`src/logic/psram_host_defs.vh`:
```
// Timing and encoding constants for the pseudo-static memory host controller.
// Assumes a single 100 MHz clock; all pin durations become whole cycles.
`ifndef PSRAM_HOST_DEFS_VH
`define PSRAM_HOST_DEFS_VH

// Clock rate and bus widths
`define CLK_MHZ 100
`define ADDR_W 20
`define DATA_W 16
`define PAGE_BITS 3

// Power-down timing
`define T_CSP_NS 10
`define T_C2LP_FAST_NS 80
`define T_C2LP_SLOW_NS 90
`define T_CHH_US 350

// Standby entry settling after chip select rises
`define T_CHX_NS 10

// Power-up timing
`define T_C2LH_US 50
`define T_C2HL_US 50
`define T_CHHP_US 400

// Write cycle timing per grade
`define T_WC_FAST_NS 80
`define T_WC_SLOW_NS 90
`define T_CW_FAST_NS 45
`define T_CW_SLOW_NS 50

// Least times round up to whole cycles; microseconds are exact at this rate
`define CYC_NS(t) ((((t) * `CLK_MHZ) + 999) / 1000)
`define CYC_US(t) ((t) * `CLK_MHZ)

// Power-up sequence choice
`define PU_SEQ_LOW_FIRST 2'h1
`define PU_SEQ_PD_CYCLE 2'h2
`define PU_SEQ_RISE_WITH_SUPPLY 2'h3

// Lane select default when no lane is asked for
`define LANES_BOTH 2'h3
`define LANES_NONE 2'h0

`endif

```
`src/logic/psram_host.v`:
```
// Host-side controller for an asynchronous pseudo-static memory: power-up,
// power-down, reads with page access, writes and standby settling.
// Assumes the memory pins are wired straight out; the memory has no clock,
// so every pin duration is timed here in cycles of clk.
//
// How it works
// RULE_01 - Power-down holds power_keep_enable low at least 80 or 90 ns by grade.
// RULE_02 - After power-down exit, chip select stays high 350 us before any access.
// RULE_03 - Sequence one holds power_keep_enable low 50 us after supply is good.
// RULE_04 - Sequence one keeps chip select high 350 us after power_keep_enable rises.
// RULE_05 - Sequence two holds power_keep_enable high 50 us, then one power-down cycle.
// RULE_06 - Sequence two has chip select high before power_keep_enable rises.
// RULE_07 - The ordinary power-down entry and exit serves sequence two.
// RULE_08 - Sequence three needs both enables high with supply for 400 us.
// RULE_09 - Write strobe stays stable 10 ns after chip select rises for standby.
// RULE_10 - Memory delays standby by a read cycle if settling is violated.
// RULE_11 - Reads keep power_keep_enable high and the write strobe high.
// RULE_12 - With chip select and output strobe low, at least one lane is selected.
// RULE_13 - Writes keep power_keep_enable high.
// RULE_14 - Chip select may be tied low; output strobe alone then gates outputs.
// RULE_15 - Page reads change only the three lowest address bits.
`include "psram_host_defs.vh"

module psram_host #(
  parameter PU_SEQ = `PU_SEQ_LOW_FIRST,
  parameter FAST_GRADE = 0,
  parameter CS_TIED_LOW = 0,
  parameter RD_CYC = 8,
  parameter PAGE_CYC = 3,
  parameter PAGE_HOLD_CYC = 8,
  parameter C2LH_CYC = `CYC_US(`T_C2LH_US),
  parameter C2HL_CYC = `CYC_US(`T_C2HL_US),
  parameter CHHP_CYC = `CYC_US(`T_CHHP_US),
  parameter CHH_CYC = `CYC_US(`T_CHH_US)
) (
  // Clock and reset
  input wire clk,
  input wire reset,
  // User request port
  input wire req,
  input wire req_write,
  input wire [`ADDR_W-1:0] req_addr,
  input wire [`DATA_W-1:0] req_wdata,
  input wire [1:0] req_lanes,
  input wire pd_req,
  output reg ready,
  output reg [`DATA_W-1:0] rdata,
  output reg rdata_valid,
  output reg init_done,
  output reg powered_down,
  // Memory pins
  output reg chip_select_n,
  output reg power_keep_enable,
  output reg write_strobe_n,
  output reg output_strobe_n,
  output reg lower_lane_select_n,
  output reg upper_lane_select_n,
  output reg [`ADDR_W-1:0] mem_addr,
  input wire [`DATA_W-1:0] dq_in,
  output reg [`DATA_W-1:0] dq_out,
  output reg dq_oe
);

  ////////////////////////////////////////////////////////////////////////////
  // States and derived cycle counts
  localparam [3:0] S_PU_LOW = 4'h0;
  localparam [3:0] S_PU_HIGH = 4'h1;
  localparam [3:0] S_CHH = 4'h2;
  localparam [3:0] S_IDLE = 4'h3;
  localparam [3:0] S_RD = 4'h4;
  localparam [3:0] S_RD_OPEN = 4'h5;
  localparam [3:0] S_WR = 4'h6;
  localparam [3:0] S_REC = 4'h7;
  localparam [3:0] S_PD_SETUP = 4'h8;
  localparam [3:0] S_PD_HOLD = 4'h9;

  localparam C2LP_CYC = FAST_GRADE ? `CYC_NS(`T_C2LP_FAST_NS) : `CYC_NS(`T_C2LP_SLOW_NS);
  localparam WC_CYC = FAST_GRADE ? `CYC_NS(`T_WC_FAST_NS) : `CYC_NS(`T_WC_SLOW_NS);
  localparam WP_CYC = FAST_GRADE ? `CYC_NS(`T_CW_FAST_NS) : `CYC_NS(`T_CW_SLOW_NS);
  localparam CHX_CYC = `CYC_NS(`T_CHX_NS);
  localparam CSP_CYC = `CYC_NS(`T_CSP_NS);
  // Recovery covers both the rest of the write cycle and standby settling
  localparam REC_CYC = (WC_CYC - WP_CYC) > CHX_CYC ? (WC_CYC - WP_CYC) : CHX_CYC;
  // Chip select level while the memory is selected
  localparam CS_ACTIVE = 1'b0;
  // Chip select level while no access runs; low when tied for strobe control
  localparam CS_REST = CS_TIED_LOW ? 1'b0 : 1'b1;

  ////////////////////////////////////////////////////////////////////////////
  // State, counter and the latched request held over a page close
  reg [3:0] state_r;
  reg [31:0] cnt_r;
  reg auto_pd_r;
  reg pend_r;
  reg pend_write_r;
  reg [`ADDR_W-1:0] pend_addr_r;
  reg [`DATA_W-1:0] pend_wdata_r;
  reg [1:0] pend_lanes_r;

  wire cnt_done = (cnt_r == 32'h0);

  // Request to start: the latched one wins over a fresh one
  wire s_write = pend_r ? pend_write_r : req_write;
  wire [`ADDR_W-1:0] s_addr = pend_r ? pend_addr_r : req_addr;
  wire [`DATA_W-1:0] s_wdata = pend_r ? pend_wdata_r : req_wdata;
  wire [1:0] s_lanes_in = pend_r ? pend_lanes_r : req_lanes;
  // An empty lane mask would leave both lanes off while reading
  wire [1:0] s_lanes = (s_lanes_in == `LANES_NONE) ? `LANES_BOTH : s_lanes_in; // RULE_12
  wire [1:0] p_lanes = (req_lanes == `LANES_NONE) ? `LANES_BOTH : req_lanes; // RULE_12

  // A page hit keeps every address bit above the page field
  wire page_hit = req && !req_write && !pd_req &&
    (req_addr[`ADDR_W-1:`PAGE_BITS] == mem_addr[`ADDR_W-1:`PAGE_BITS]); // RULE_15

  ////////////////////////////////////////////////////////////////////////////
  // Main sequencer; every pin and user output is a flip-flop
  always @(posedge clk) begin
    if (reset) begin
      rdata_valid <= 1'b0;
      rdata <= {`DATA_W{1'b0}};
      ready <= 1'b0;
      init_done <= 1'b0;
      powered_down <= 1'b0;
      chip_select_n <= 1'b1; // RULE_06
      write_strobe_n <= 1'b1;
      output_strobe_n <= 1'b1;
      lower_lane_select_n <= 1'b1;
      upper_lane_select_n <= 1'b1;
      mem_addr <= {`ADDR_W{1'b0}};
      dq_out <= {`DATA_W{1'b0}};
      dq_oe <= 1'b0;
      pend_r <= 1'b0;
      pend_write_r <= 1'b0;
      pend_addr_r <= {`ADDR_W{1'b0}};
      pend_wdata_r <= {`DATA_W{1'b0}};
      pend_lanes_r <= `LANES_NONE;
      // Reset stands in for the supply reaching its working level
      if (PU_SEQ == `PU_SEQ_LOW_FIRST) begin
        power_keep_enable <= 1'b0; // RULE_03
        state_r <= S_PU_LOW;
        cnt_r <= C2LH_CYC - 1;
        auto_pd_r <= 1'b0;
      end else if (PU_SEQ == `PU_SEQ_PD_CYCLE) begin
        power_keep_enable <= 1'b1; // RULE_06
        state_r <= S_PU_HIGH;
        cnt_r <= C2HL_CYC - 1; // RULE_05
        auto_pd_r <= 1'b1;
      end else begin
        // Both enables rise with supply only if the board holds them so
        power_keep_enable <= 1'b1; // RULE_08
        state_r <= S_PU_HIGH;
        cnt_r <= CHHP_CYC - 1; // RULE_08
        auto_pd_r <= 1'b0;
      end
    end else begin
      rdata_valid <= 1'b0;
      if (!cnt_done) begin
        cnt_r <= cnt_r - 32'h1;
      end
      case (state_r)
        S_PU_LOW: begin
          if (cnt_done) begin
            power_keep_enable <= 1'b1; // RULE_03
            state_r <= S_CHH;
            cnt_r <= CHH_CYC - 1; // RULE_04
          end
        end
        S_PU_HIGH: begin
          if (cnt_done) begin
            if (auto_pd_r) begin
              // The ordinary power-down path does the required cycle
              state_r <= S_PD_SETUP; // RULE_05 RULE_07
              cnt_r <= CSP_CYC - 1;
            end else begin
              chip_select_n <= CS_REST;
              state_r <= S_IDLE;
              ready <= 1'b1;
              init_done <= 1'b1; // RULE_08
            end
          end
        end
        S_CHH: begin
          // Chip select stays high for the whole wake wait
          if (cnt_done) begin
            chip_select_n <= CS_REST; // RULE_02 RULE_04
            state_r <= S_IDLE;
            ready <= 1'b1;
            init_done <= 1'b1;
          end
        end
        S_IDLE: begin
          if (pd_req) begin
            // Chip select goes high first and is held before the enable falls
            ready <= 1'b0;
            chip_select_n <= 1'b1;
            state_r <= S_PD_SETUP;
            cnt_r <= CSP_CYC - 1;
          end else if (req) begin
            ready <= 1'b0;
            mem_addr <= s_addr;
            chip_select_n <= CS_ACTIVE;
            lower_lane_select_n <= ~s_lanes[0];
            upper_lane_select_n <= ~s_lanes[1];
            if (s_write) begin
              write_strobe_n <= 1'b0; // RULE_13
              dq_out <= s_wdata;
              dq_oe <= 1'b1;
              state_r <= S_WR;
              cnt_r <= WP_CYC - 1;
            end else begin
              output_strobe_n <= 1'b0; // RULE_11 RULE_14
              state_r <= S_RD;
              cnt_r <= RD_CYC - 1;
            end
          end
        end
        S_RD: begin
          if (cnt_done) begin
            rdata <= dq_in;
            rdata_valid <= 1'b1;
            ready <= 1'b1;
            state_r <= S_RD_OPEN;
            cnt_r <= PAGE_HOLD_CYC - 1;
          end
        end
        S_RD_OPEN: begin
          if (page_hit) begin
            // Only the page field moves; the read stays open
            mem_addr[`PAGE_BITS-1:0] <= req_addr[`PAGE_BITS-1:0]; // RULE_15
            lower_lane_select_n <= ~p_lanes[0];
            upper_lane_select_n <= ~p_lanes[1];
            ready <= 1'b0;
            state_r <= S_RD;
            cnt_r <= PAGE_CYC - 1;
          end else if (req || pd_req || cnt_done) begin
            // Any other request is kept and started once standby settles
            if (req) begin
              pend_r <= 1'b1;
              pend_write_r <= req_write;
              pend_addr_r <= req_addr;
              pend_wdata_r <= req_wdata;
              pend_lanes_r <= req_lanes;
            end
            ready <= 1'b0;
            chip_select_n <= CS_REST;
            output_strobe_n <= 1'b1;
            state_r <= S_REC;
            cnt_r <= REC_CYC - 1;
          end
        end
        S_WR: begin
          if (cnt_done) begin
            // Data hold of zero lets the bus release on the strobe edge
            chip_select_n <= CS_REST;
            write_strobe_n <= 1'b1;
            dq_oe <= 1'b0;
            state_r <= S_REC;
            cnt_r <= REC_CYC - 1;
          end
        end
        S_REC: begin
          // Strobes stay high here so standby is not delayed by a read cycle
          if (cnt_done) begin // RULE_09 RULE_10
            lower_lane_select_n <= 1'b1;
            upper_lane_select_n <= 1'b1;
            if (pend_r) begin
              pend_r <= 1'b0;
              mem_addr <= s_addr;
              chip_select_n <= CS_ACTIVE;
              lower_lane_select_n <= ~s_lanes[0];
              upper_lane_select_n <= ~s_lanes[1];
              if (s_write) begin
                write_strobe_n <= 1'b0; // RULE_13
                dq_out <= s_wdata;
                dq_oe <= 1'b1;
                state_r <= S_WR;
                cnt_r <= WP_CYC - 1;
              end else begin
                output_strobe_n <= 1'b0; // RULE_11
                state_r <= S_RD;
                cnt_r <= RD_CYC - 1;
              end
            end else begin
              ready <= 1'b1;
              state_r <= S_IDLE;
            end
          end
        end
        S_PD_SETUP: begin
          if (cnt_done) begin
            power_keep_enable <= 1'b0; // RULE_01
            powered_down <= 1'b1;
            state_r <= S_PD_HOLD;
            cnt_r <= C2LP_CYC - 1; // RULE_01
          end
        end
        S_PD_HOLD: begin
          // Exit only after the least low time; chip select is already high
          if (cnt_done && (auto_pd_r || !pd_req)) begin
            power_keep_enable <= 1'b1; // RULE_01
            powered_down <= 1'b0;
            auto_pd_r <= 1'b0;
            state_r <= S_CHH;
            cnt_r <= CHH_CYC - 1; // RULE_02
          end
        end
        default: begin
          chip_select_n <= 1'b1;
          state_r <= S_IDLE;
        end
      endcase
    end
  end

endmodule

```
`config.mk`:
```
export PLATFORM = sky130hd
export DESIGN_NAME = psram_host
export DESIGN_NICKNAME = d
export VERILOG_FILES = /design/src/logic/psram_host.v
export VERILOG_INCLUDE_DIRS = /design/src /design/src/logic
export SDC_FILE = /design/constraint.sdc
export NUM_CORES = 1
export LEC_CHECK = 0
export ABC_AREA = 1
export BUFFER_PORTS_ARGS = -buffer_cell sky130_fd_sc_hd__buf_2
export CAP_MARGIN = 20
export CORE_AREA = 2 2 121 123
export DETAILED_ROUTE_END_ITERATION = 8
export DIE_AREA = 0 0 123 125
export PLACE_DENSITY = 0.73
export SLEW_MARGIN = 5
export SYNTH_ARGS = -nofsm -noshare
export SYNTH_HDL_FRONTEND = slang
export SYNTH_SLANG_ARGS = --single-unit
```
`constraint.sdc`:
```
create_clock -name clk -period 1.85 [get_ports clk]
set_input_delay 0.0925 -clock clk [delete_from_list [all_inputs] [get_ports clk]]
set_output_delay 0.0925 -clock clk [all_outputs]
set_load 0.01 [all_outputs]
```
==> results of run 1 <==
## worst paths after layout
path | startpoint | end | cells past startpoint
setup / recovery | cnt_r[4]$_SDFF_PP0_ | cnt_r[0]$_SDFF_PP1_ | 12
hold / removal | req_write | pend_write_r$_SDFFE_PP0P_ | 3
setup reg to reg | cnt_r[4]$_SDFF_PP0_ | cnt_r[0]$_SDFF_PP1_ | 12
hold reg to reg | dq_oe$_SDFFE_PP0P_ | dq_oe$_SDFFE_PP0P_ | 2
## worst register-to-register path, cell delays in order (launching register included)
cell and delay [ns]:
dfxtp_1 0.33, nor2_2 0.18, nand2_2 0.12, nor2_4 0.15, nand2_4 0.08, nor2_8 0.22, inv_4 0.08, ha_4 0.28
nand2_2 0.05, a211oi_2 0.21, nand2_1 0.12, a21oi_2 0.13, nand4_1 0.10
## layer usage
layer / share of wire, % / routed length (microns)
met1: 38 / 9850
met5: 0 / 0
met3: 7.2 / 1870
met4: 4.5 / 1190
met2: 51 / 13300
## cell usage in the layout, fill, tap and decap left out, types with 10 or more instances in the layout
master | Yosys | layout
nand2_1 | 212 | 184
dfxtp_1 | 139 | 135
buf_4 | 4 | 132
buf_2 | 6 | 119
nor2_1 | 129 | 99
inv_1 | 77 | 70
nand3_1 | 70 | 63
dlygate4sd3_1 | 0 | 54
a21oi_1 | 60 | 50
o21ai_0 | 67 | 44
a31oi_1 | 34 | 34
nand2_2 | 11 | 31
nor2_2 | 16 | 29
clkbuf_16 | 0 | 28
nor2_4 | 6 | 23
o21ai_1 | 18 | 22
nand4_1 | 20 | 20
o21ai_2 | 1 | 20
xor2_1 | 19 | 18
inv_2 | 9 | 12
buf_6 | 6 | 12
xnor2_1 | 11 | 11
buf_12 | 0 | 11
nor3_1 | 14 | 10
a21oi_2 | 0 | 10
## layout make-up
class | count | share of cell area [%]
clock inverter | 9 | 0.780
clock buffer | 23 | 4.50
tap | 184 | 2.08
timing repair buffer | 345 | 25.8
multi-input combinational | 730 | 38.3
inverter | 88 | 3.30
sequential | 139 | 25.2
## repair_timing
action / 4_1_cts / 5_1_grt
endpoints found under the setup margin: 88 / 136
hold endpoints to repair: 86 / 0
gates cloned: 1 / 13
pin swaps: 10 / 52
hold buffers: 54 / 0
buffers inserted: 8 / 23
resized for setup: 31 / 169
## power groups by stage
stage | Clock (mW) | Combinational, mW | Sequential (mW)
2_1_floorplan | 0 | 1.23 | 3.41
3_3_place_gp | 0 | 2.18 | 3.36
3_5_place_dp | 0 | 2.20 | 3.37
4_1_cts | 3.38 | 2.46 | 3.31
5_1_grt | 3.52 | 3.32 | 3.34
6_report | 3.38 | 3.11 | 3.32
## flip-flops by register name (all words and copies together) (netlist names)
| name | count |
|---|---|
| powered_down | 1 |
| pend_r | 1 |
| chip_select_n | 1 |
| pend_addr_r | 20 |
| state_r | 4 |
| ready | 1 |
| lower_lane_select_n | 1 |
| pend_wdata_r | 16 |
| cnt_r | 32 |
| pend_lanes_r | 2 |
| power_keep_enable | 1 |
| dq_oe | 1 |
| upper_lane_select_n | 1 |
| dq_out | 16 |
| pend_write_r | 1 |
| output_strobe_n | 1 |
| init_done | 1 |
| rdata_valid | 1 |
| mem_addr | 20 |
| rdata | 16 |
| write_strobe_n | 1 |
## cell families after synthesis
kind of cell             count (synthesis)  share of synthesized area [%]
AND/OR/NAND/NOR                        508                           33.5
flip-flops                             139                           39.6
AO/OA/AOI/OAI                          188                           14.3
adder cells (fa/ha/maj)                  4                          0.712
buffers and inverters                  133                           8.10
XOR/XNOR                                30                           3.74
## stage by stage
stage | power, mW | setup TNS [ns] | setup slack [ns] | hold slack, ns
after floorplan | 4.65 | -0.00187 | -0.00187 | 0.227
after CTS | 9.14 | -5.19 | -0.160 | 0.0235
after detailed placement | 5.56 | -4.64 | -0.169 | 0.321
final | 9.81 | -19.91 | -0.347 | 0.0344
after global routing | 10.2 | -28.86 | -0.455 | 0.0534
after global placement | 5.54 | -3.14 | -0.135 | 0.315
==> impl_metrics.env, run 1 <==
export IMPL_clock_path_buffers=2
export IMPL_vdd_drop_max_mv=0.692
export IMPL_synthCells=1002
export IMPL_clock_sinks=139
export IMPL_start_util_pct=49.5
export IMPL_ys_warn_count=0
export IMPL_cp_common_cell="nand2_2"
export IMPL_globalRouteMet3Util_pct=6.30
export IMPL_insertion_delay_ns=0.43
export IMPL_grt_pass1_vias=7529
export IMPL_place_area_sq_um=8720
export IMPL_ant_nets=0
export IMPL_p_int_mw=6.62
export IMPL_power_frac_comb_pct=31.7
export IMPL_netlist_top_cell_by_area="dfxtp_1"
export IMPL_antenna_found_initial=0
export IMPL_hold_class="in -> reg"
export IMPL_yosys_top_cells_count="212 x nand2_1, 139 x dfxtp_1, 129 x nor2_1, 77 x inv_1, 70 x nand3_1"
export IMPL_fin_crit_ns=2.20
export IMPL_routabilityCongestion=0.886
export IMPL_met2_usage_pct=48.5
export IMPL_num_antenna_cells=0
export IMPL_synthArstFlopShare_pct=0
export IMPL_max_cap_viol_count=0
export IMPL_p_leak_nw=4.97
export IMPL_timing_worst_setup_path_type="reg -> reg"
export IMPL_drc=0
export IMPL_fin_cells=1518
export IMPL_detailed_place_hpwl_microns=13800
export IMPL_synth_distinct_cells=41
export IMPL_grt_pass1_wl_microns=34900
export IMPL_critical_path_top_delay_family="simple AND/OR/NAND/NOR gates"
export IMPL_synth_edf_count=0
export IMPL_cts_buffers=17
export IMPL_final_util_pct=77.9
export IMPL_cts_root_buf="clkbuf_16"
export IMPL_h_tree_depth=4
export IMPL_worstMarginPinSlew_ns=0.595
export IMPL_yosysMostFrequentCell="nand2_1"
export IMPL_cts_tree="done"
export IMPL_final_nets=1384
export IMPL_multi_input_area_sq_um=4240
export IMPL_slowest_delay_ns=0.33
export IMPL_crit_chain="nor2_2, nand2_2, nor2_4, nand2_4, nor2_8, inv_4, ha_4, nand2_2, a211oi_2, nand2_1, a21oi_2, nand4_1"
export IMPL_synth_top_area_share_pct=39.6
export IMPL_post_route_period_util_pct=119
export IMPL_first_pass_iters=6
export IMPL_nFillCells=879
export IMPL_switching_share_pct=32.5
export IMPL_start_kind="flip-flop"
export IMPL_synth_area_sq_um=7030
export IMPL_p_per_area_nw_per_um2=886
export IMPL_path_clk_slew_ns=0.06
export IMPL_setup_violations=131
export IMPL_grt_busiest_layer="met2"
export IMPL_crit_slowest_cell="dfxtp_1"
export IMPL_num_io_pins=122
export IMPL_crit_required_ns=2.13
export IMPL_outcome="finished, violations left"
export IMPL_ys_ff_latch=139
export IMPL_r2r_setup_slack_ns=-0.35
export IMPL_synth_ff_type="dfxtp_1"
export IMPL_fin_skew_ns=0.00930
export IMPL_die_area_sq_um=15400
export IMPL_track_usage_pct=28.1
export IMPL_yosys_top_cells_area="dfxtp_1 40%, nand2_1 11%, nor2_1 6.9%"
export IMPL_failed_checks="negative setup slack"
export IMPL_dp_cells=1391
export IMPL_grt_max_degree=42
export IMPL_p_switching_mw=3.19
export IMPL_drtIter0Drc=782
export IMPL_fin_ws_ns=-0.347
export IMPL_overflow=0
export IMPL_dieHeight_microns=125
export IMPL_syn_avg_cell_area_sq_um=7.02
export IMPL_vias=8490
export IMPL_wl_per_cell_microns=17.3
export IMPL_synthesis_nets=1065
export IMPL_placementRows=44
export IMPL_regArea_sq_um=2790
export IMPL_cp_end_kind="flip-flop"
export IMPL_die_w_microns=123
export IMPL_post_drt_via_cell_ratio=5.59
export IMPL_max_slew_margin_pct=60.4
export IMPL_seq_power_share_pct=33.9
export IMPL_grt_util_met1_pct=33.2
export IMPL_crit_arrival_ns=2.48
export IMPL_fmax_ghz=0.455
export IMPL_crit_fanout=7
export IMPL_hold_violations=0
export IMPL_rsz0062_at_grt="yes"
export IMPL_area_delta_synth_final_pct=57.5
export IMPL_wirelength_microns=26200
export IMPL_final_area_sq_um=11100
export IMPL_yosysSeqAreaShare_pct=39.6
export IMPL_finalMaxSlewViolations=0
export IMPL_crit_buf_inv=1
export IMPL_clockPowerShare_pct=34.5
export IMPL_core_area_sq_um=14200
export IMPL_numPortBuffers=121
export IMPL_drive_gt1_share_pct=37.8
Note: power is estimated with default switching activity, not from simulation.
==> inputs of run 2 (changes only) <==
MAX_ROUTING_LAYER = met4   (was not set)
==> run 2 against run 1 <==
- the flow still finishes with violations (negative setup slack)
- global-route usage rose by 1.9 points
- sequential power barely moved
- sequential share of layout area rose by 1.5 points
- via count fell by 6.8%
- cell count fell by 1.4%
- die area did not move
- setup slack improved by 0.17 ns
- sequential cell count did not move
- utilization fell by 4.3 points
- worst hold slack got worse by 0.031 ns
- first-iteration DRC count fell by 30%
- maximum frequency rose by 8.5%
- critical path type unchanged
- largest cell class unchanged
==> impl_metrics.env, run 2 (same netlist as run 1, synthesis figures left out) <==
export IMPL_hold_violations=0
export IMPL_overflow=0
export IMPL_p_switching_mw=2.88
export IMPL_p_leak_nw=4.79
export IMPL_outcome="finished, violations left"
export IMPL_numPortBuffers=121
export IMPL_setup_violations=98
export IMPL_post_drt_via_cell_ratio=5.29
export IMPL_area_delta_synth_final_pct=48.7
export IMPL_failed_checks="negative setup slack"
export IMPL_fin_ws_ns=-0.174
export IMPL_cts_buffers=17
export IMPL_layout_common_cells="199 x nand2_1, 135 x dfxtp_1, 128 x buf_4"
export IMPL_final_util_pct=73.6
export IMPL_path_clk_slew_ns=0.06
export IMPL_hold_class="in -> reg"
export IMPL_power_frac_comb_pct=28.1
export IMPL_max_slew_margin_pct=61.4
export IMPL_fin_cells=1496
export IMPL_final_nets=1362
export IMPL_first_pass_iters=5
export IMPL_ff2ff_path_depth=13
export IMPL_drc=0
export IMPL_fin_skew_ns=0.0124
export IMPL_grt_pass1_vias=7672
export IMPL_max_cap_viol_count=0
export IMPL_die_w_microns=123
export IMPL_cts_root_buf="clkbuf_16"
export IMPL_grt_max_degree=85
export IMPL_clock_sinks=139
export IMPL_crit_arrival_ns=2.31
export IMPL_routabilityCongestion=0.902
export IMPL_p_per_area_nw_per_um2=897
export IMPL_crit_slowest_cell="dfxtp_4"
export IMPL_cp_end_kind="flip-flop"
export IMPL_wl_per_cell_microns=15.1
export IMPL_wirelength_microns=22700
export IMPL_nFillCells=1058
export IMPL_vias=7915
export IMPL_clockPowerShare_pct=36.5
export IMPL_regArea_sq_um=2790
export IMPL_worstHoldPathCells=3
export IMPL_timing_worst_setup_path_type="reg -> reg"
export IMPL_crit_fanout=7
export IMPL_num_antenna_cells=0
export IMPL_die_area_sq_um=15400
export IMPL_dp_cells=1389
export IMPL_dieHeight_microns=125
export IMPL_start_kind="flip-flop"
export IMPL_drive_gt1_share_pct=32.9
export IMPL_fin_crit_ns=2.02
export IMPL_h_tree_depth=4
export IMPL_cp_common_cell="nand2_2"
export IMPL_multi_input_area_sq_um=3970
export IMPL_insertion_delay_ns=0.42
export IMPL_cts_tree="done"
export IMPL_final_common_cell="nand2_1"
export IMPL_fmax_ghz=0.494
export IMPL_start_util_pct=49.5
export IMPL_antenna_found_initial=0
export IMPL_grt_pass1_wl_microns=35700
export IMPL_rsz0062_at_grt="yes"
export IMPL_track_usage_pct=29.9
export IMPL_regMostFlops="cnt_r"
export IMPL_ant_nets=0
export IMPL_placementRows=44
export IMPL_p_int_mw=6.50
export IMPL_core_area_sq_um=14200
export IMPL_drtIter0Drc=544
export IMPL_reg_largest_list="cnt_r x32, mem_addr x20, pend_addr_r x20"
export IMPL_switching_share_pct=30.7
export IMPL_slowest_delay_ns=0.35
export IMPL_seq_power_share_pct=35.4
export IMPL_crit_chain="inv_4, ha_4, nand2_2, nor2_2, nand2_2, nor2_8, inv_4, ha_4, nand2_2, a211oi_2, nand2_1, a21oi_2, nand4_1"
export IMPL_clock_path_buffers=2
export IMPL_vdd_drop_max_mv=0.723
export IMPL_setup_tns_ns=-5.49
export IMPL_post_route_period_util_pct=109
export IMPL_worstMarginPinSlew_ns=0.573
export IMPL_finalMaxSlewViolations=0
export IMPL_largest_reg_flops=32
export IMPL_num_io_pins=122
export IMPL_crit_required_ns=2.14
export IMPL_detailed_place_hpwl_microns=13900
run 2: cell types whose count changed in the layout (fill, tap and decap cells not counted), moves of 7 or more:
| cell | change |
|---|---|
| nand2_1 | +15 |
| clkbuf_16 | -7 |
| buf_6 | -9 |
| o21ai_2 | -19 |
| nand2_2 | -10 |
| nor2_1 | +8 |
| o21ai_0 | +20 |
| nor2_4 | -13 |
run 2: worst max-delay path: cells and delay by family, from the launching register on:
family / cells / cell delay (ns)
and+or+nand+nor: 7 / 0.68
adders and majority gates: 2 / 0.43
DFF: 1 / 0.35
AOI/OAI and AO/OA: 2 / 0.30
buffers and inverters: 2 / 0.12
run 2: what timing repair did:
action / CTS / global route
resized for setup: 36 / 62
hold endpoints to repair: 85 / 0
endpoints found under the setup margin: 94 / 136
pin swaps: 15 / 20
buffers inserted: 11 / 6
hold buffers: 53 / 0
gates cloned: 3 / 4
run 2: final cells by class:
class	instances	share of cell area (%)
clock buffers	23	4.57
repair buffers	323	24.2
well taps	184	2.20
clock inverters	9	1.07
multi-input cells	730	38.0
flip-flops and latches	139	26.7
inverters	88	3.35
run 2: per-layer routing:
metal  global-route usage, %  part of all wire [%]  routed length [microns]
met1                    34.7                    41                     9200
met2                    50.0                    51                    11500
met3                    5.93                   5.7                     1300
met4                    12.8                   3.2                      719
met5                       -                     0                        0
run 2: stage by stage:
stage                     total power, mW  area, sq um  setup WS, ns  hold WS [ns]
after detailed placement             5.54         8690        -0.159         0.321
final                                9.38        10500        -0.174       0.00289
after CTS                            9.19        10100        -0.118       0.00314
after floorplan                      4.65         7060      -0.00187         0.227
after global routing                 9.80        10500        -0.275        0.0350
after global placement               5.52         8690        -0.139         0.315
run 2: power by group through the flow:
stage,Combinational [mW],Sequential (mW),Clock (mW)
detailed placement,2.17,3.37,0
floorplan,1.23,3.41,0
finish,2.64,3.32,3.43
global placement,2.15,3.36,0
CTS,2.44,3.31,3.44
global route,2.88,3.33,3.59
run 2: worst paths after layout:
check             slack [ns]           startpoint                            to
setup / recovery       -0.17  cnt_r[0]$_SDFF_PP1_           cnt_r[0]$_SDFF_PP1_
hold / removal         0.003         req_lanes[0]  pend_lanes_r[0]$_SDFFE_PP0P_
setup reg to reg       -0.17  cnt_r[0]$_SDFF_PP1_           cnt_r[0]$_SDFF_PP1_
hold reg to reg         0.44   dq_oe$_SDFFE_PP0P_            dq_oe$_SDFFE_PP0P_
